**src/ast_pkg.sv**
```systemverilog
package ast_pkg;
   // Register byte addresses
   localparam logic [7:0] CTRL_ONE_ADDR   = 8'h00;
   localparam logic [7:0] CTRL_TWO_ADDR   = 8'h04;
   localparam logic [7:0] CTRL_THREE_ADDR = 8'h08;
   localparam logic [7:0] STATUS_ONE_ADDR = 8'h0C;
   localparam logic [7:0] STATUS_TWO_ADDR = 8'h10;
   localparam logic [7:0] DATA_ADDR       = 8'h14;
   localparam logic [7:0] BAUD_ADDR       = 8'h18;
   localparam logic [7:0] CONFIG_ADDR     = 8'h1C;
   // control_reg_one fields
   localparam int MODULE_ENABLE_BIT = 0;
   localparam int CHAR_NINE_BIT     = 1;
   localparam int TX_INVERT_BIT     = 2;
   // control_reg_two fields
   localparam int TX_ENABLE_BIT     = 0;
   localparam int RX_ENABLE_BIT     = 1;
   localparam int SEND_BREAK_BIT    = 2;
   localparam int TX_IRQ_EN_BIT     = 3;
   localparam int RX_IRQ_EN_BIT     = 4;
   // control_reg_three fields
   localparam int TX_BIT_EIGHT_BIT  = 0;
   localparam int RX_BIT_EIGHT_BIT  = 1;
   // status_reg_one fields
   localparam int TX_EMPTY_BIT      = 0;
   localparam int RX_FULL_BIT       = 1;
   localparam int OVERRUN_BIT       = 2;
   localparam int NOISE_BIT         = 3;
   localparam int FRAMING_BIT       = 4;
   localparam int PARITY_BIT        = 5;
   // status_reg_two fields
   localparam int BREAK_FLAG_BIT    = 0;
   localparam int RX_BUSY_BIT       = 1;
   // baud_rate_reg and configuration fields
   localparam int EXT_BREAK_BIT     = 8;
   localparam int CLK_SRC_BIT       = 0;
   // Reset values and timing counts
   localparam logic [7:0] BAUD_DIV_RESET  = 8'h1A;
   localparam logic [1:0] ALT_SRC_DIV_MAX = 2'h3;
   localparam logic [3:0] FRAME_LEN_8     = 4'hA;
   localparam logic [3:0] FRAME_LEN_9     = 4'hB;
   localparam logic [3:0] RT_LAST         = 4'hF;
   localparam logic [3:0] RT_START_VOTE   = 4'h7;
   localparam logic [3:0] RT_BIT_VOTE     = 4'hA;
   localparam logic [31:0] READ_ZERO      = 32'h0000_0000;

   typedef struct packed {
      logic        cyc;
      logic        stb;
      logic        we;
      logic [7:0]  adr;
      logic [3:0]  sel;
      logic [31:0] dat;
   } ast_wb_req_type;

   typedef struct packed {
      logic        ack;
      logic [31:0] dat;
   } ast_wb_rsp_type;
endpackage

```
**src/ast_serial_transceiver.sv**
```systemverilog
// Contract
// - 8 or 9 data bits, ninth from tx_bit_eight
// - Preamble of ones precedes first data load
// - Frame: zero start bit, one stop bit
// - Empty flag sets on buffer transfer; irq
// - Idle line rests high unless inverted
// - Module disable releases both pins
// - Repeated all-zero break characters while sending break
// - Finish break, then at least one one
// - Normal break: 10 or 11 zeros
// - Extended break: 11 or 12 zeros
// - Break sets flags, clears data and bit eight
// - Idle character all ones, preamble each transmission
// - Transmitter disable completes current character first
// - Disable-enable during transmission queues idle character
// - Inversion flips every transmitted level
// - rx_bit_eight: ninth bit or copy of bit seven
// - Completed character loads data, sets full, irq
// - Data register: write feeds tx, read shows rx
// - Independent halves share one baud generator
// - Configuration bit picks baud clock source
// - Receiver samples at sixteen times baud
// - Missing stop bit sets framing error with full
//
// The Wishbone slave port and the register addresses were left to the implementer.
`timescale 1ns/1ps
module ast_serial_transceiver (
   // Clock and reset
   input  wire logic                    sys_clk,
   input  wire logic                    rst,
   // Register bus
   input  wire ast_pkg::ast_wb_req_type wbReq,
   output ast_pkg::ast_wb_rsp_type      wbRsp,
   // Serial pins
   input  wire logic                    rxdPin,
   output logic                         txdOut,
   output logic                         txdOe,
   output logic                         rxPinOwned,
   // Interrupt requests
   output logic                         txIrq,
   output logic                         rxIrq
);
   typedef enum logic [1:0] {TX_IDLE = 2'b01, TX_SHIFT = 2'b10} ast_tx_state_type;
   typedef enum logic [3:0] {
      RX_IDLE  = 4'b0001,
      RX_START = 4'b0010,
      RX_BITS  = 4'b0100,
      RX_EXTRA = 4'b1000
   } ast_rx_state_type;

   logic [2:0]       ctrlOne_reg;
   logic [4:0]       ctrlTwo_reg;
   logic             txBit8_reg;
   logic [8:0]       baud_reg;
   logic             clkSrc_reg;
   logic             ackReg;
   logic [31:0]      rdData_reg;
   logic             access;
   logic             wrCommit;
   logic             rdCommit;
   logic [7:0]       addr;
   logic [1:0]       altDiv_reg;
   logic [7:0]       rtDiv_reg;
   logic             srcTick;
   logic             rtTick;
   logic             modEn;
   logic             charNine;
   logic             txEn;
   logic             txInvert;
   logic             sendBreak;
   logic             extBreak;
   logic [3:0]       frameLen;
   ast_tx_state_type txState_reg;
   logic [11:0]      txShift_reg;
   logic [3:0]       txBitsLeft_reg;
   logic             txIsBreak_reg;
   logic [3:0]       txRtCnt_reg;
   logic             teDelay_reg;
   logic             pendingIdle_reg;
   logic             txEmpty_reg;
   logic [7:0]       txData_reg;
   logic             txArm_reg;
   logic             txLine_reg;
   logic             txOe_reg;
   logic             bitTick;
   logic             shiftEnd;
   logic             canPick;
   logic             pickIdle;
   logic             pickBreak;
   logic             pickOne;
   logic             pickData;
   logic             teRise;
   logic [2:0]       rxSync_reg;
   logic             rxLevel_reg;
   ast_rx_state_type rxState_reg;
   logic [2:0]       rxHist_reg;
   logic [3:0]       rxRt_reg;
   logic [3:0]       rtNow;
   logic [1:0]       rxVotes_reg;
   logic [2:0]       samp;
   logic             bitVal;
   logic             bitNoisy;
   logic [3:0]       rxIdx_reg;
   logic [8:0]       rxShift_reg;
   logic             rxAllZero_reg;
   logic             rxNoiseAcc_reg;
   logic             rxEn;
   logic             rxEval;
   logic             rxDone;
   logic             rxBreak;
   logic             rxStopBad;
   logic [7:0]       rxData_reg;
   logic             rxBit8_reg;
   logic             rxFull_reg;
   logic             overrun_reg;
   logic             noise_reg;
   logic             framing_reg;
   logic             breakFlag_reg;
   logic             rxArm_reg;

   assign modEn     = ctrlOne_reg[ast_pkg::MODULE_ENABLE_BIT];
   assign charNine  = ctrlOne_reg[ast_pkg::CHAR_NINE_BIT];
   assign txInvert  = ctrlOne_reg[ast_pkg::TX_INVERT_BIT];
   assign txEn      = modEn & ctrlTwo_reg[ast_pkg::TX_ENABLE_BIT];
   assign rxEn      = modEn & ctrlTwo_reg[ast_pkg::RX_ENABLE_BIT];
   assign sendBreak = ctrlTwo_reg[ast_pkg::SEND_BREAK_BIT];
   assign extBreak  = baud_reg[ast_pkg::EXT_BREAK_BIT];
   assign frameLen  = charNine ? ast_pkg::FRAME_LEN_9 : ast_pkg::FRAME_LEN_8;

   // Wishbone classic slave; ack one cycle after strobe, side effects at the ack edge
   assign access   = wbReq.cyc & wbReq.stb;
   assign addr     = {wbReq.adr[7:2], 2'b00};
   assign wrCommit = access & ackReg & wbReq.we;
   assign rdCommit = access & ackReg & ~wbReq.we;
   assign wbRsp    = '{ack: ackReg, dat: rdData_reg};

   always_ff @(posedge sys_clk) begin
      if (rst) begin
         ackReg <= 1'b0;
      end else begin
         ackReg <= access & ~ackReg;
      end
   end

   always_ff @(posedge sys_clk) begin
      if (rst) begin
         rdData_reg <= ast_pkg::READ_ZERO;
      end else if (access & ~ackReg) begin
         rdData_reg <= ast_pkg::READ_ZERO;
         unique case (addr)
            ast_pkg::CTRL_ONE_ADDR:   rdData_reg[2:0] <= ctrlOne_reg;
            ast_pkg::CTRL_TWO_ADDR:   rdData_reg[4:0] <= ctrlTwo_reg;
            ast_pkg::CTRL_THREE_ADDR: rdData_reg[1:0] <= {rxBit8_reg, txBit8_reg};
            ast_pkg::STATUS_ONE_ADDR: rdData_reg[5:0] <= {1'b0, framing_reg, noise_reg,
                                                          overrun_reg, rxFull_reg, txEmpty_reg};
            ast_pkg::STATUS_TWO_ADDR: rdData_reg[1:0] <= {rxState_reg != RX_IDLE,
                                                          breakFlag_reg};
            ast_pkg::DATA_ADDR:       rdData_reg[7:0] <= rxData_reg;
            ast_pkg::BAUD_ADDR:       rdData_reg[8:0] <= baud_reg;
            ast_pkg::CONFIG_ADDR:     rdData_reg[0]   <= clkSrc_reg;
            default:                  rdData_reg      <= ast_pkg::READ_ZERO;
         endcase
      end
   end

   always_ff @(posedge sys_clk) begin
      if (rst) begin
         ctrlOne_reg <= 3'h0;
         ctrlTwo_reg <= 5'h00;
         txBit8_reg  <= 1'b0;
         baud_reg    <= {1'b0, ast_pkg::BAUD_DIV_RESET};
         clkSrc_reg  <= 1'b0;
      end else if (wrCommit & wbReq.sel[0]) begin
         unique case (addr)
            ast_pkg::CTRL_ONE_ADDR:   ctrlOne_reg <= wbReq.dat[2:0];
            ast_pkg::CTRL_TWO_ADDR:   ctrlTwo_reg <= wbReq.dat[4:0];
            ast_pkg::CTRL_THREE_ADDR: txBit8_reg  <= wbReq.dat[ast_pkg::TX_BIT_EIGHT_BIT];
            ast_pkg::BAUD_ADDR:       baud_reg    <= {wbReq.sel[1] ? wbReq.dat[8] : baud_reg[8],
                                                      wbReq.dat[7:0]};
            ast_pkg::CONFIG_ADDR:     clkSrc_reg  <= wbReq.dat[ast_pkg::CLK_SRC_BIT];
            default:                  clkSrc_reg  <= clkSrc_reg;
         endcase
      end
   end

   // Baud generator: one 16x tick shared by both halves
   assign srcTick = clkSrc_reg ? (altDiv_reg == ast_pkg::ALT_SRC_DIV_MAX) : 1'b1;
   assign rtTick  = srcTick & (rtDiv_reg == baud_reg[7:0]);

   always_ff @(posedge sys_clk) begin
      if (rst) begin
         altDiv_reg <= 2'h0;
         rtDiv_reg  <= 8'h00;
      end else begin
         altDiv_reg <= altDiv_reg + 2'h1;
         if (rtTick) begin
            rtDiv_reg <= 8'h00;
         end else if (srcTick) begin
            rtDiv_reg <= rtDiv_reg + 8'h01;
         end
      end
   end

   // Transmitter next-character choice; idle, break, trailing one, data in that order
   assign bitTick  = rtTick & (txRtCnt_reg == ast_pkg::RT_LAST);
   assign shiftEnd = (txState_reg == TX_SHIFT) & bitTick & (txBitsLeft_reg == 4'h1);
   // Only a trailing one can start on the enable edge itself, so the preamble always precedes data and break
   assign canPick  = ((txState_reg == TX_IDLE) | shiftEnd) & ~teRise;
   assign teRise   = txEn & ~teDelay_reg;
   assign pickIdle  = canPick & txEn & pendingIdle_reg;
   assign pickBreak = canPick & txEn & sendBreak & ~pickIdle;
   assign pickOne   = shiftEnd & txIsBreak_reg & ~pickIdle & ~pickBreak;
   assign pickData  = canPick & txEn & ~txEmpty_reg & ~pickIdle & ~pickBreak & ~pickOne;

   always_ff @(posedge sys_clk) begin
      if (rst) begin
         teDelay_reg     <= 1'b0;
         pendingIdle_reg <= 1'b0;
      end else begin
         teDelay_reg <= txEn;
         // A fresh enable always wins over the consuming pick
         if (teRise) begin
            pendingIdle_reg <= 1'b1;
         end else if (pickIdle) begin
            pendingIdle_reg <= 1'b0;
         end
      end
   end

   always_ff @(posedge sys_clk) begin
      if (rst) begin
         txState_reg    <= TX_IDLE;
         txShift_reg    <= 12'hFFF;
         txBitsLeft_reg <= 4'h0;
         txIsBreak_reg  <= 1'b0;
         txRtCnt_reg    <= 4'h0;
      end else begin
         txRtCnt_reg <= (pickIdle | pickBreak | pickOne | pickData) ? 4'h0
                        : (rtTick ? txRtCnt_reg + 4'h1 : txRtCnt_reg);
         if (pickIdle) begin
            txState_reg    <= TX_SHIFT;
            txShift_reg    <= 12'hFFF;
            txBitsLeft_reg <= frameLen;
            txIsBreak_reg  <= 1'b0;
         end else if (pickBreak) begin
            txState_reg    <= TX_SHIFT;
            txShift_reg    <= 12'h000;
            txBitsLeft_reg <= frameLen + {3'h0, extBreak};
            txIsBreak_reg  <= 1'b1;
         end else if (pickOne) begin
            txShift_reg    <= 12'hFFF;
            txBitsLeft_reg <= 4'h1;
            txIsBreak_reg  <= 1'b0;
         end else if (pickData) begin
            txState_reg    <= TX_SHIFT;
            txShift_reg    <= charNine ? {2'b11, txBit8_reg, txData_reg, 1'b0}
                                       : {3'b111, txData_reg, 1'b0};
            txBitsLeft_reg <= frameLen;
            txIsBreak_reg  <= 1'b0;
         end else if (shiftEnd) begin
            txState_reg <= TX_IDLE;
         end else if ((txState_reg == TX_SHIFT) & bitTick) begin
            txShift_reg    <= {~txIsBreak_reg, txShift_reg[11:1]};
            txBitsLeft_reg <= txBitsLeft_reg - 4'h1;
         end
      end
   end

   // Empty flag clears only after a status read followed by a data write
   always_ff @(posedge sys_clk) begin
      if (rst) begin
         txEmpty_reg <= 1'b1;
         txArm_reg   <= 1'b0;
         txData_reg  <= 8'h00;
      end else begin
         if (wrCommit & wbReq.sel[0] & (addr == ast_pkg::DATA_ADDR)) begin
            txData_reg <= wbReq.dat[7:0];
         end
         if (pickData) begin
            txEmpty_reg <= 1'b1;
         end else if (wrCommit & (addr == ast_pkg::DATA_ADDR) & txArm_reg) begin
            txEmpty_reg <= 1'b0;
         end
         if (rdCommit & (addr == ast_pkg::STATUS_ONE_ADDR) & txEmpty_reg) begin
            txArm_reg <= 1'b1;
         end else if (wrCommit & (addr == ast_pkg::DATA_ADDR)) begin
            txArm_reg <= 1'b0;
         end
      end
   end

   always_ff @(posedge sys_clk) begin
      if (rst) begin
         txLine_reg <= 1'b1;
         txOe_reg   <= 1'b0;
      end else begin
         txLine_reg <= ((txState_reg == TX_SHIFT) ? txShift_reg[0] : 1'b1) ^ txInvert;
         txOe_reg   <= modEn;
      end
   end

   assign txdOut     = txLine_reg;
   assign txdOe      = txOe_reg;
   assign rxPinOwned = rxEn;
   assign txIrq      = txEmpty_reg & ctrlTwo_reg[ast_pkg::TX_IRQ_EN_BIT];
   assign rxIrq      = rxFull_reg & ctrlTwo_reg[ast_pkg::RX_IRQ_EN_BIT];

   // Receiver: pin resynchronised over three flops, change taken when last two agree
   always_ff @(posedge sys_clk) begin
      if (rst) begin
         rxSync_reg  <= 3'b111;
         rxLevel_reg <= 1'b1;
      end else begin
         rxSync_reg <= {rxSync_reg[1:0], rxdPin};
         if (rxSync_reg[1] == rxSync_reg[2]) begin
            rxLevel_reg <= rxSync_reg[2];
         end
      end
   end

   assign rtNow    = rxRt_reg + 4'h1;
   assign samp     = {rxVotes_reg, rxLevel_reg};
   assign bitVal   = (samp[0] & samp[1]) | (samp[0] & samp[2]) | (samp[1] & samp[2]);
   assign bitNoisy = (samp != 3'b000) & (samp != 3'b111);
   assign rxEval   = rtTick & (rtNow == ast_pkg::RT_BIT_VOTE);
   // Break needs the extra zero when extended break is selected
   assign rxBreak   = rxEval & ~bitVal & (((rxState_reg == RX_BITS) & rxAllZero_reg &
                      (rxIdx_reg == frameLen - 4'h2) & ~extBreak) |
                      (rxState_reg == RX_EXTRA));
   assign rxDone    = rxEval & ((rxState_reg == RX_EXTRA) | ((rxState_reg == RX_BITS) &
                      (rxIdx_reg == frameLen - 4'h2) & ~(~bitVal & rxAllZero_reg & extBreak)));
   assign rxStopBad = ~bitVal | (rxState_reg == RX_EXTRA);

   always_ff @(posedge sys_clk) begin
      if (rst) begin
         rxState_reg    <= RX_IDLE;
         rxHist_reg     <= 3'b000;
         rxRt_reg       <= 4'h0;
         rxVotes_reg    <= 2'b00;
         rxIdx_reg      <= 4'h0;
         rxShift_reg    <= 9'h000;
         rxAllZero_reg  <= 1'b1;
         rxNoiseAcc_reg <= 1'b0;
      end else if (~rxEn) begin
         rxState_reg <= RX_IDLE;
         rxHist_reg  <= 3'b000;
      end else if (rtTick) begin
         rxRt_reg <= rtNow;
         if ((rtNow == 4'h3) | (rtNow == 4'h5) | (rtNow == 4'h7) | (rtNow == 4'h8) |
             (rtNow == 4'h9)) begin
            rxVotes_reg <= {rxVotes_reg[0], rxLevel_reg};
         end
         unique case (rxState_reg)
            RX_IDLE: begin
               rxHist_reg <= {rxHist_reg[1:0], rxLevel_reg};
               if ((rxHist_reg == 3'b111) & ~rxLevel_reg) begin
                  rxState_reg    <= RX_START;
                  rxRt_reg       <= 4'h1;
                  rxIdx_reg      <= 4'h0;
                  rxAllZero_reg  <= 1'b1;
                  rxNoiseAcc_reg <= 1'b0;
               end
            end
            RX_START: begin
               if ((rtNow == ast_pkg::RT_START_VOTE) & bitVal) begin
                  rxState_reg <= RX_IDLE;
                  rxHist_reg  <= 3'b000;
               end else if (rtNow == ast_pkg::RT_START_VOTE) begin
                  rxNoiseAcc_reg <= bitNoisy;
               end else if (rtNow == 4'h0) begin
                  rxState_reg <= RX_BITS;
               end
            end
            RX_BITS: begin
               if (rxEval) begin
                  rxNoiseAcc_reg <= rxNoiseAcc_reg | bitNoisy;
                  if (rxIdx_reg == frameLen - 4'h2) begin
                     rxState_reg <= rxDone ? RX_IDLE : RX_EXTRA;
                     rxHist_reg  <= 3'b000;
                  end else begin
                     rxShift_reg   <= {bitVal, rxShift_reg[8:1]};
                     rxAllZero_reg <= rxAllZero_reg & ~bitVal;
                     rxIdx_reg     <= rxIdx_reg + 4'h1;
                  end
               end
            end
            RX_EXTRA: begin
               if (rxEval) begin
                  rxState_reg <= RX_IDLE;
               end
            end
         endcase
      end
   end

   // Flag set always wins over the software clear sequence
   always_ff @(posedge sys_clk) begin
      if (rst) begin
         rxData_reg    <= 8'h00;
         rxBit8_reg    <= 1'b0;
         rxFull_reg    <= 1'b0;
         overrun_reg   <= 1'b0;
         noise_reg     <= 1'b0;
         framing_reg   <= 1'b0;
         breakFlag_reg <= 1'b0;
         rxArm_reg     <= 1'b0;
      end else begin
         if (rxDone) begin
            rxFull_reg  <= 1'b1;
            framing_reg <= rxStopBad;
            noise_reg   <= rxNoiseAcc_reg | bitNoisy;
            overrun_reg <= rxFull_reg;
            if (rxBreak) begin
               rxData_reg <= 8'h00;
               rxBit8_reg <= 1'b0;
            end else if (~rxFull_reg) begin
               rxData_reg <= charNine ? rxShift_reg[7:0] : rxShift_reg[8:1];
               rxBit8_reg <= rxShift_reg[8];
            end
         end else if (rdCommit & (addr == ast_pkg::DATA_ADDR) & rxArm_reg) begin
            rxFull_reg  <= 1'b0;
            framing_reg <= 1'b0;
            noise_reg   <= 1'b0;
            overrun_reg <= 1'b0;
         end
         if (rxBreak) begin
            breakFlag_reg <= 1'b1;
         end else if (wrCommit & wbReq.sel[0] & (addr == ast_pkg::STATUS_TWO_ADDR) &
                      wbReq.dat[ast_pkg::BREAK_FLAG_BIT]) begin
            breakFlag_reg <= 1'b0;
         end
         if (rdCommit & (addr == ast_pkg::STATUS_ONE_ADDR) & rxFull_reg) begin
            rxArm_reg <= 1'b1;
         end else if (rdCommit & (addr == ast_pkg::DATA_ADDR)) begin
            rxArm_reg <= 1'b0;
         end
      end
   end
endmodule

```
**config.mk**
```make
export PLATFORM = sky130hd
export DESIGN_NAME = ast_serial_transceiver
export DESIGN_NICKNAME = d
export VERILOG_FILES = /design/src/ast_pkg.sv /design/src/ast_serial_transceiver.sv
export SDC_FILE = /design/constraint.sdc
export NUM_CORES = 1
export LEC_CHECK = 0
export ABC_AREA = 1
export BUFFER_PORTS_ARGS = -buffer_cell sky130_fd_sc_hd__buf_2
export CORE_ASPECT_RATIO = 2
export CORE_MARGIN = 1.5
export CORE_UTILIZATION = 50
export DETAILED_ROUTE_END_ITERATION = 7
export GPL_ROUTABILITY_DRIVEN = 1
export PLACE_DENSITY_LB_ADDON = 0.25
export SLEW_MARGIN = 30
export SYNTH_ARGS = -nofsm -noshare
export SYNTH_HDL_FRONTEND = slang
export SYNTH_SLANG_ARGS = --single-unit
export TNS_END_PERCENT = 100
```
**constraint.sdc**
```tcl
create_clock -name sys_clk -period 3.2 [get_ports sys_clk]
set_input_delay 0.64 -clock sys_clk [delete_from_list [all_inputs] [get_ports sys_clk]]
set_output_delay 0.64 -clock sys_clk [all_outputs]
set_load 0.01 [all_outputs]
```
==> metrics.md, run 1 <==
| Metric | Value |
|---|---|
| WHS Path Cells | 1 |
| Clock Tree Root | clkbuf_16 |
| Largest area contributor in the netlist | dfxtp_1 |
| Via count of the first global-routing pass | 5573 |
| Vias per cell | 5.350 |
| Critical path class | reg2reg |
| Setup-failing EPs final | 0 |
| GRT Resource Usage Total | 25.91% |
| Post-synth cell types | 46 |
| Post-route insts no fill | 1086 |
| Max clock buf depth | 2 |
| Worst EP required | 3.48 ns |
| Cells after Synth | 882 |
| Post-DP HPWL | 12.10 mm |
| Cts repair resizes | 0 |
| Clock Sinks | 123 |
| Setup crit start | altDiv_reg[0] |
| Clock Pin Slew Worst Setup and Hold Paths | 0.05 ns |
| Post-CTS Setup Inserts | 0 |
| Top cells by count, synth | nand2_1 (190), dfxtp_1 (123), inv_1 (111), nor2_1 (91), a21oi_1 (66) |
| Area delta synth->final | 13.04% |
| Max IR drop VDD | 0.4010 mV |
| First-pass GRT wire length | 25.93 mm |
| CTS Buf Count | 17 |
| Htree depth | 4 |
| WL final | 15.99 mm |
| Sum Neg Setup Slack | 0 ns |
| Most common cell in the synthesized netlist | nand2_1 |
| Number of flip-flops in the largest register | 12 |
| P_leak | 3.097 nW |
| Initial antenna violation count | 0 |
| Type of element capturing the critical path | register |
| Worst-Skew Late Latency | 0.41 ns |
| Max_cap viols | 0 |
| Die X | 81.85 µm |
| Antenna Nets Post-Route | 0 |
| Setup crit start kind | register |
| Std-Cell Rows | 57 |
| Min Tclk post-route | 2.768 ns |
| # IOs | 88 |
| Mapped Avg Cell Area | 7.049 µm² |
| Achievable Freq | 361.3 MHz |
| Initial Util | 51.28% |
| # diodes | 0 |
| Tightest Hold Check Type | reg2reg |
| Ys async rst share | 0% |
| Hold path start | rxSync_reg[0] |
| RR Endpoint | txShift_reg[2] |
| Syn Std Cell Area | 6217 µm² |
| CTS tree | built |
| Count of final hold-check violations | 0 |
| Worst Path Max Fanout | 14 |
| Die ar. | 13150 µm² |
| EDFF count, synth | 0 |
| Rel. slew slack | 57.48% |
| Hold slack final | 0.4084 ns |
| GRT overflow | 0 |
| CP Data Arrival Time | 3.04 ns |
| RePlAce Congestion | 0.9722 |
| R2R cell count | 16 |
| Detailed Routing Iterations Pass 1 | 6 |
| Post-route clock skew | 0.007814 ns |
| Die Y-Extent | 160.7 µm |
| Residual DRC | 0 |
| RSZ-0062 raised after global routing | no |
| Max Slew Vio Count | 0 |
| Drt initial violations | 369 |
| Routed via count | 5810 |
| Hold worst-path end | rxSync_reg[1] |
| Layout cells sized above 1 | 11.50% |
| Register bit count reported by yosys | 123 |
| Sequential element share of the synthesized area | 39.61% |
| Tcrit/Tclk final | 86.49% |
| Core footprint | 12120 µm² |
| IO Port Bufs | 37 |
| Post-synth top area share | 39.61% |
| Largest cells by area after synthesis | dfxtp_1 (40%), nand2_1 (11%), inv_1 (6.7%) |
| Worst reg-to-reg setup slack | 0.43 ns |
| Placed Cells incl. Taps | 1054 |
| CTS Hold Bufs | 0 |
| Measured slew at the worst slew-check pin | 0.6361 ns |
| Reg2Reg Launch Point | altDiv_reg[0] |
| Synth warnings | 0 |
| Dominant synthesized flop cell | dfxtp_1 |
| Nets | 987 |
| Status | completed |
| Largest net degree at the start of global routing | 41 |
| Final Util | 57.97% |
| Drt wl/cell | 14.73 µm |
| Power per Cell Area | 490.3 nW/µm² |
worst max-delay path by stage:
stage                                 end  slack (ns)  cells past startpoint
final                      txShift_reg[2]        0.43                     16
after global routing      txShift_reg[11]        0.19                     16
after CTS                  txShift_reg[2]        0.44                     16
after detailed placement   txShift_reg[2]        0.49                     16
after global placement     txShift_reg[5]        0.52                     16
after floorplan               baud_reg[2]        1.02                      8
cell usage in the layout (no fill, tap or decap), types with 8 or more instances in the layout:
| cell type | n |
|---|---|
| inv_1 | 111 |
| dfxtp_1 | 123 |
| nand2_1 | 190 |
| o21ai_0 | 61 |
| buf_4 | 16 |
| buf_2 | 37 |
| nand3_1 | 54 |
| nand3b_1 | 11 |
| conb_1 | 23 |
| a21oi_1 | 66 |
| o211ai_1 | 14 |
| clkbuf_16 | 17 |
| a211oi_1 | 11 |
| nor2_1 | 91 |
| ha_1 | 11 |
| xor2_1 | 8 |
| nor3_1 | 14 |
metrics by stage:
step	setup WS, ns	total power, mW	cell area (µm²)
floorplan	1.020	1.677	6300
global placement	0.5203	1.701	6479
detailed placement	0.4923	1.703	6479
CTS	0.4442	3.471	7028
global route	0.1915	3.563	7028
finish	0.4324	3.446	7028
area by class of cell:
cell class	instances	area [µm²]
clock buffer	24	481.7
sequential	123	2462
tap	147	183.9
clock inverter	8	67.56
multi-input combinational	616	3095
timing repair buffer	53	305.3
fill	1207	5096
inverter	115	431.7
worst max-delay path, cell delays in order (launching register included):
cell and delay, ns:
dfxtp_1 0.33, ha_1 0.14, inv_1 0.04, nand2_2 0.10, nand2_1 0.07, nor2_1 0.10
nand3_1 0.12, nor2_4 0.28, nand4_4 0.16, nand2_2 0.13, nand3_2 0.14, nand2_4 0.20
nand2_4 0.09, nor2_4 0.28, o21ai_2 0.25, nand2_1 0.13, nand3_1 0.08
layer usage:
metal	track usage (%)	share of wire, %
met2	46.50	53
met3	5.625	3.9
met4	16.95	6.3
met5	0	0
met1	25.30	36
kinds of logic after synthesis:
| kind of cell | synth area share (%) |
|---|---|
| DFF | 39.61 |
| and+or+nand+nor | 28.05 |
| buffers and inverters | 11.93 |
| adders and majority gates | 2.214 |
| xor gates and xnor gates | 1.690 |
| AOI/OAI and AO/OA | 16.44 |
| other | 0.06032 |
report_power, final:
part / switching (mW) / leakage [nW] / internal, mW
Sequential: 0.00865 / 0.994 / 1.55
Combinational: 0.0816 / 1.83 / 0.0360
Clock: 0.654 / 0.274 / 1.12
Total: 0.745 / 3.10 / 2.70
No activity file was read; power rests on OpenSTA's default activity.
==> run 2, diff against run 1 <==
--- a/config.mk
+++ b/config.mk
@@ -7,7 +7,7 @@
 export LEC_CHECK = 0
 export ABC_AREA = 1
 export BUFFER_PORTS_ARGS = -buffer_cell sky130_fd_sc_hd__buf_2
-export CORE_ASPECT_RATIO = 2
+export CORE_ASPECT_RATIO = 0.8
 export CORE_MARGIN = 1.5
 export CORE_UTILIZATION = 50
 export DETAILED_ROUTE_END_ITERATION = 7
==> run 2 against run 1 <==
  * Worst hold slack got worse by 0.0017 ns
  * Clock power rose by 17%
  * Sequential power barely moved
  * Clock-buffer cell count fell by 6
  * Non-clock buffer count fell by 3
  * Final cell count rose by 0.18%
  * Sequential share of layout area fell by 0.34 points
  * Critical endpoint unchanged
==> metrics.md, run 2 (synthesis results as in run 1) <==
| Metric | Value |
|---|---|
| Area delta synth->final | 14.15% |
| Die X | 127.7 µm (+56%) |
| Clock Sinks | 123 (unchanged) |
| CP Data Arrival Time | 3.02 ns (-0.02 ns) |
| Htree depth | 4 (unchanged) |
| Clock Tree Root | clkbuf_16 |
| Hold slack final | 0.4068 ns (-0.001663 ns) |
| Worst-Skew Late Latency | 0.42 ns (about the same) |
| Routed via count | 5662 (-2.5%) |
| Min Tclk post-route | 2.739 ns (-0.02862 ns) |
| Number of flip-flops in the largest register | 12 (unchanged) |
| Tcrit/Tclk final | 85.59% (-0.89 points) |
| Initial Util | 51.12% (-0.16 points) |
| RR Endpoint | txShift_reg[2] |
| Worst reg-to-reg setup slack | 0.46 ns (+0.03 ns) |
| R2R cell count | 16 (unchanged) |
| CTS Hold Bufs | 0 (unchanged) |
| Layout cells sized above 1 | 11.65% (+0.14 points) |
| Worst EP required | 3.48 ns (about the same) |
| Total power | 3.738 mW (+8.5%) |
| Antenna Nets Post-Route | 0 (unchanged) |
| RSZ-0062 raised after global routing | no |
| RePlAce Congestion | 0.8663 (-11%) |
| IO Port Bufs | 37 (unchanged) |
| Cts repair resizes | 0 (unchanged) |
| First-pass GRT wire length | 25.31 mm (-2.4%) |
| P_leak | 3.107 nW (+0.32%) |
| Achievable Freq | 365.1 MHz (+1.0%) |
| # IOs | 88 (unchanged) |
| Drt initial violations | 498 (+35%) |
| Tightest Hold Check Type | in2reg |
| Nets | 984 (-0.30%) |
| Measured slew at the worst slew-check pin | 0.7073 ns (+0.07124 ns) |
| Max clock buf depth | 2 (unchanged) |
| Commonest cells after routing, fill and taps aside | nand2_1 (190), dfxtp_1 (123), inv_1 (111), nor2_1 (91), a21oi_1 (66) |
| Max_cap viols | 0 (unchanged) |
| Worst Path Max Fanout | 14 (unchanged) |
| Rel. slew slack | 52.55% (-4.9 points) |
| Setup-failing EPs final | 0 (unchanged) |
| Clock Pin Slew Worst Setup and Hold Paths | 0.06 ns (about the same) |
| Std-Cell Rows | 36 (-37%) |
| CTS Buf Count | 17 (unchanged) |
| Critical path class | reg2reg |
| CTS tree | built |
| Type of element capturing the critical path | register |
| Commonest non-fill, non-tap cell in the layout | nand2_1 |
| Status | completed |
| GRT overflow | 0 (unchanged) |
| Via count of the first global-routing pass | 5092 (-8.6%) |
| Max IR drop VDD | 0.3745 mV (-6.6%) |
| Worst Setup EP | txShift_reg[2] |
| Max Slew Vio Count | 0 (unchanged) |
| Initial antenna violation count | 0 (unchanged) |
| # diodes | 0 (unchanged) |
| Residual DRC | 0 (unchanged) |
| Core footprint | 12160 µm² (+0.31%) |
| Count of final hold-check violations | 0 (unchanged) |
| Setup crit start kind | register |
| Post-route clock skew | 0.009558 ns (+0.001744 ns) |
| Die Y-Extent | 102.7 µm (-36%) |
| Largest net degree at the start of global routing | 39 (-4.9%) |
| GRT Resource Usage Total | 24.60% (-1.3 points) |
| Sum Neg Setup Slack | 0 ns (unchanged) |
| Reg2Reg Launch Point | altDiv_reg[0] |
| Vias per cell | 5.204 (-2.7%) |
| Detailed Routing Iterations Pass 1 | 5 (-1) |
| Layout filler cell count | 1155 (-4.3%) |
| Die ar. | 13120 µm² (-0.28%) |
| Post-CTS Setup Inserts | 0 (unchanged) |
| Power per Cell Area | 526.8 nW/µm² (+7.4%) |
| Setup crit start | altDiv_reg[0] |
| WL final | 15.28 mm (-4.4%) |
| Post-DP HPWL | 10.55 mm (-13%) |
| Drt wl/cell | 14.05 µm (-4.6%) |
## run 2: cell types whose count changed in the layout (fill, tap and decap cells not counted), moves of 2 or more
cell,before,now
clkbuf_1,4,0
bufinv_16,1,4
clkinv_4,0,3
buf_4,16,13
clkinv_2,6,2
clkbuf_8,3,1
clkinvlp_4,1,4
## run 2: worst min path at each step
| stage | startpoint | endpoint | slack, ns | cells after the start |
|---|---|---|---|---|
| 2_1_floorplan | rxSync_reg[0] | rxSync_reg[1] | 0.39 | 1 |
| 3_3_place_gp | altDiv_reg[0] | altDiv_reg[0] | 0.41 | 1 |
| 3_5_place_dp | rxSync_reg[0] | rxSync_reg[1] | 0.41 | 1 |
| 4_1_cts | rxdPin | rxSync_reg[0] | 0.40 | 2 |
| 5_1_grt | rxdPin | rxSync_reg[0] | 0.42 | 2 |
| 6_report | rxdPin | rxSync_reg[0] | 0.41 | 2 |
## run 2: routing by layer
metal  routed length [µm]  global-route usage, %
met5                    0                      0
met2                 6283                  35.97
met3                  864                  4.619
met4                  238                  8.989
met1                 7896                  36.16
## run 2: power by group
group	internal [mW]	switching, mW
Sequential	1.54	0.00912
Combinational	0.0360	0.0833
Clock	1.33	0.740
## run 2: cell type report
| cell class | count | area [µm²] | share of cell area (%) |
|---|---|---|---|
| clock buffers | 18 | 439.2 | 6.188 |
| repair buffers | 50 | 282.8 | 3.984 |
| inverters | 115 | 431.7 | 6.083 |
| clock inverters | 14 | 195.2 | 2.750 |
| multi-input cells | 616 | 3095 | 43.62 |
| well taps | 152 | 190.2 | 2.680 |
| flip-flops and latches | 123 | 2462 | 34.70 |
## run 2: per-stage QoR
stage               setup slack (ns)  utilization (%)  instances  instance area (µm²)
floorplan                      1.020                -        904                 6300
global placement              0.4944            53.14       1056                 6462
detailed placement            0.4657            53.14       1056                 6462
CTS                           0.4592            58.35       1088                 7097
global route                  0.1391            58.35       1088                 7097
finish                        0.4610            58.35       1088                 7097
## run 2: critical path: stages (launching register included)
cell	delay, ns
dfxtp_1	0.33
ha_1	0.14
inv_1	0.04
nand2_2	0.10
nand2_1	0.07
nor2_1	0.09
nand3_1	0.11
nor2_4	0.32
nand4_4	0.17
nand2_2	0.13
nand3_2	0.13
nand2_4	0.19
nand2_4	0.09
nor2_4	0.27
o21ai_2	0.25
nand2_1	0.12
nand3_1	0.07
==> run 3, diff against run 2 <==
--- a/config.mk
+++ b/config.mk
@@ -13,7 +13,8 @@
 export DETAILED_ROUTE_END_ITERATION = 7
 export GPL_ROUTABILITY_DRIVEN = 1
 export PLACE_DENSITY_LB_ADDON = 0.25
-export SLEW_MARGIN = 30
+export SKIP_LAST_GASP = 1
+export SLEW_MARGIN = 20
 export SYNTH_ARGS = -nofsm -noshare
 export SYNTH_HDL_FRONTEND = slang
 export SYNTH_SLANG_ARGS = --single-unit
==> constraint.sdc (replaced) <==
create_clock -name sys_clk -period 3 [get_ports sys_clk]
set_input_delay 0.6 -clock sys_clk [delete_from_list [all_inputs] [get_ports sys_clk]]
set_output_delay 0.6 -clock sys_clk [all_outputs]
set_load 0.01 [all_outputs]
==> run 3 against run 2 <==
  * Clock skew down 0.0014 ns
  * Maximum frequency increased by 8.3%
  * Wire length fell by 2.6%
  * Critical path depth decreased by 4
  * Flip-flop and latch count did not move
  * Design area fell by 0.30%
  * Core utilization down 0.17 points
  * Sequential power grew 7%
  * Die area did not move
  * Worst setup slack better by 0.010 ns
  * Worst hold slack got worse by 0.037 ns
  * Final cell count grew 0.37%
  * Critical path type unchanged
  * Critical endpoint is now rxData_reg[1]
  * Largest cell class unchanged
==> metrics.md, run 3 (synthesis results as in run 1) <==
| Metric | Value |
|---|---|
| Status | completed |
| # diodes | 0 (unchanged) |
| Drt wl/cell | 13.63 µm (-2.9%) |
| Crit path max-delay cell type | dfxtp_1 |
| Cts repair resizes | 0 (unchanged) |
| Tcrit/Tclk final | 84.29% (-1.3 points) |
| Clock Tree Root | clkbuf_16 |
| Worst-Skew Late Latency | 0.41 ns (about the same) |
| Area delta synth->final | 13.81% |
| Worst stage delay on the critical path | 0.42 ns (+0.09 ns) |
| Max Slew Vio Count | 0 (unchanged) |
| Setup crit start kind | register |
| Antenna Nets Post-Route | 0 (unchanged) |
| WL final | 14.89 mm (-2.6%) |
| Core footprint | 12160 µm² (unchanged) |
| Number of flip-flops in the largest register | 12 (unchanged) |
| Initial antenna violation count | 0 (unchanged) |
| Measured slew at the worst slew-check pin | 0.5142 ns (-0.1931 ns) |
| RR Endpoint | rxData_reg[1] |
| P_leak | 3.123 nW (+0.50%) |
| Critical path cell sequence | ha_1, nand2_1, inv_1, nor2_1, nor3_1, nand2_1, inv_1, nand2_1, a21oi_2, buf_4, o21ai_0, a21oi_1 |
| Drt initial violations | 462 (-7.2%) |
| Via count of the first global-routing pass | 5002 (-1.8%) |
| RSZ-0062 raised after global routing | no |
| # IOs | 88 (unchanged) |
| Type of element capturing the critical path | register |
| Worst Path Max Fanout | 10 (-4) |
| Rel. slew slack | 65.59% (+13 points) |
| CTS tree | built |
| Tightest Hold Check Type | in2reg |
| Clock Sinks | 123 (unchanged) |
| Sum Neg Setup Slack | 0 ns (unchanged) |
| Power per Cell Area | 529.6 nW/µm² (+0.54%) |
| Final setup margin | 0.4714 ns (+0.01042 ns) |
| Routed via count | 5692 (+0.53%) |
| Htree depth | 4 (unchanged) |
| GRT Resource Usage Total | 23.62% (-0.98 points) |
| Max_cap viols | 0 (unchanged) |
| Hold worst-path end | rxSync_reg[0] |
| Die X | 127.7 µm (unchanged) |
| Vias per cell | 5.212 (+0.16%) |
| Post-route insts no fill | 1092 (+0.37%) |
| Die ar. | 13120 µm² (unchanged) |
| Critical path class | reg2reg |
| Layout filler cell count | 1153 (-0.17%) |
| Nets | 990 (+0.61%) |
| Post-route clock skew | 0.008168 ns (-0.001390 ns) |
| Worst reg-to-reg setup slack | 0.47 ns (about the same) |
| Min Tclk post-route | 2.529 ns (-0.2104 ns) |
| Max clock buf depth | 2 (unchanged) |
| Residual DRC | 0 (unchanged) |
| Post-DP Area | 6507 µm² (+0.70%) |
| CTS Buf Count | 17 (unchanged) |
| First-pass GRT wire length | 24.19 mm (-4.4%) |
| Std-Cell Rows | 36 (unchanged) |
| Most common cell on crit path | nand2_1 |
| Commonest non-fill, non-tap cell in the layout | nand2_1 |
| Post-DP HPWL | 10.56 mm (+0.13%) |
| RePlAce Congestion | 0.8303 (-4.2%) |
| Detailed Routing Iterations Pass 1 | 5 (unchanged) |
| Die Y-Extent | 102.7 µm (unchanged) |
| Largest net degree at the start of global routing | 39 (unchanged) |
| Worst EP required | 3.34 ns (-0.14 ns) |
| Layout cells sized above 1 | 11.81% (+0.16 points) |
| Hold path start | rxdPin |
| Pre-CTS setup slack | 0.5065 ns (+0.04076 ns) |
| GRT overflow | 0 (unchanged) |
| Reg2Reg Launch Point | rxRt_reg[0] |
| Total power | 3.747 mW (+0.24%) |
| CTS Hold Bufs | 0 (unchanged) |
| CP Data Arrival Time | 2.86 ns (-0.16 ns) |
| WHS Path Cells | 2 (unchanged) |
| Initial Util | 51.12% (unchanged) |
| R2R cell count | 12 (-4) |
| Count of final hold-check violations | 0 (unchanged) |
| Commonest cells after routing, fill and taps aside | nand2_1 (190), dfxtp_1 (123), inv_1 (111), nor2_1 (91), a21oi_1 (66) |
| Setup-failing EPs final | 0 (unchanged) |
| Max IR drop VDD | 0.4585 mV (+22%) |
| Final instance area | 7076 µm² (-0.30%) |
| IO Port Bufs | 37 (unchanged) |
| Achievable Freq | 395.5 MHz (+8.3%) |
| Clock Pin Slew Worst Setup and Hold Paths | 0.05 ns (about the same) |
| Placed Cells incl. Taps | 1062 (+0.57%) |
| Post-CTS Setup Inserts | 0 (unchanged) |
## run 3: cell types whose count changed in the layout (fill, tap and decap cells not counted)
cell        previous run  this run
bufinv_16              4         2
inv_6                  1         0
clkinvlp_4             4         0
clkbuf_1               0         2
clkbuf_8               1         3
clkinv_2               2         5
buf_4                 13        19
clkinv_4               3         1
## run 3: cell type report
cell class / instances / area, µm² / area share [%]
flip-flops and latches: 123 / 2462 / 34.80
multi-input cells: 616 / 3095 / 43.75
repair buffers: 56 / 327.8 / 4.633
inverters: 115 / 431.7 / 6.101
clock buffers: 22 / 474.2 / 6.702
well taps: 152 / 190.2 / 2.688
clock inverters: 8 / 93.84 / 1.326
## run 3: worst max-delay path by stage
stage	start	slack [ns]	cells after the start	to
6_report	rxRt_reg[0]	0.47	12	rxData_reg[1]
5_1_grt	rxRt_reg[0]	0.13	12	rxData_reg[6]
4_1_cts	altDiv_reg[0]	0.49	16	txShift_reg[10]
3_5_place_dp	altDiv_reg[0]	0.51	16	txShift_reg[11]
3_3_place_gp	altDiv_reg[0]	0.51	16	txShift_reg[0]
2_1_floorplan	wbReq[43]	0.86	8	baud_reg[2]
## run 3: critical path, delay by kind of cell (launching register included)
family	cells	cell delay [ns]
buffers and inverters	3	0.40
AOI/OAI and AO/OA	3	0.60
and+or+nand+nor	5	0.81
DFF	1	0.42
adders and majority gates	1	0.22
## run 3: routing by layer
layer	wire length (µm)	share of wire (%)	global-route usage (%)
met5	0	0	0
met4	199	1.3	7.952
met2	6187	42	33.97
met1	7711	52	34.93
met3	790	5.3	5.189
## run 3: report_power, final
| part | leakage (nW) | total (mW) | internal, mW | switching, mW |
|---|---|---|---|---|
| combinational | 1.84 | 0.126 | 0.0385 | 0.0871 |
| sequential | 0.994 | 1.66 | 1.65 | 0.00854 |
| clock | 0.285 | 1.96 | 1.27 | 0.694 |
## run 3: metrics by stage
stage                     hold slack, ns  utilization [%]
final                             0.3699            58.18
after CTS                         0.3680            58.18
after detailed placement          0.3971            53.51
after floorplan                   0.3895                -
after global placement            0.4067            53.51
after global routing              0.3939            58.18
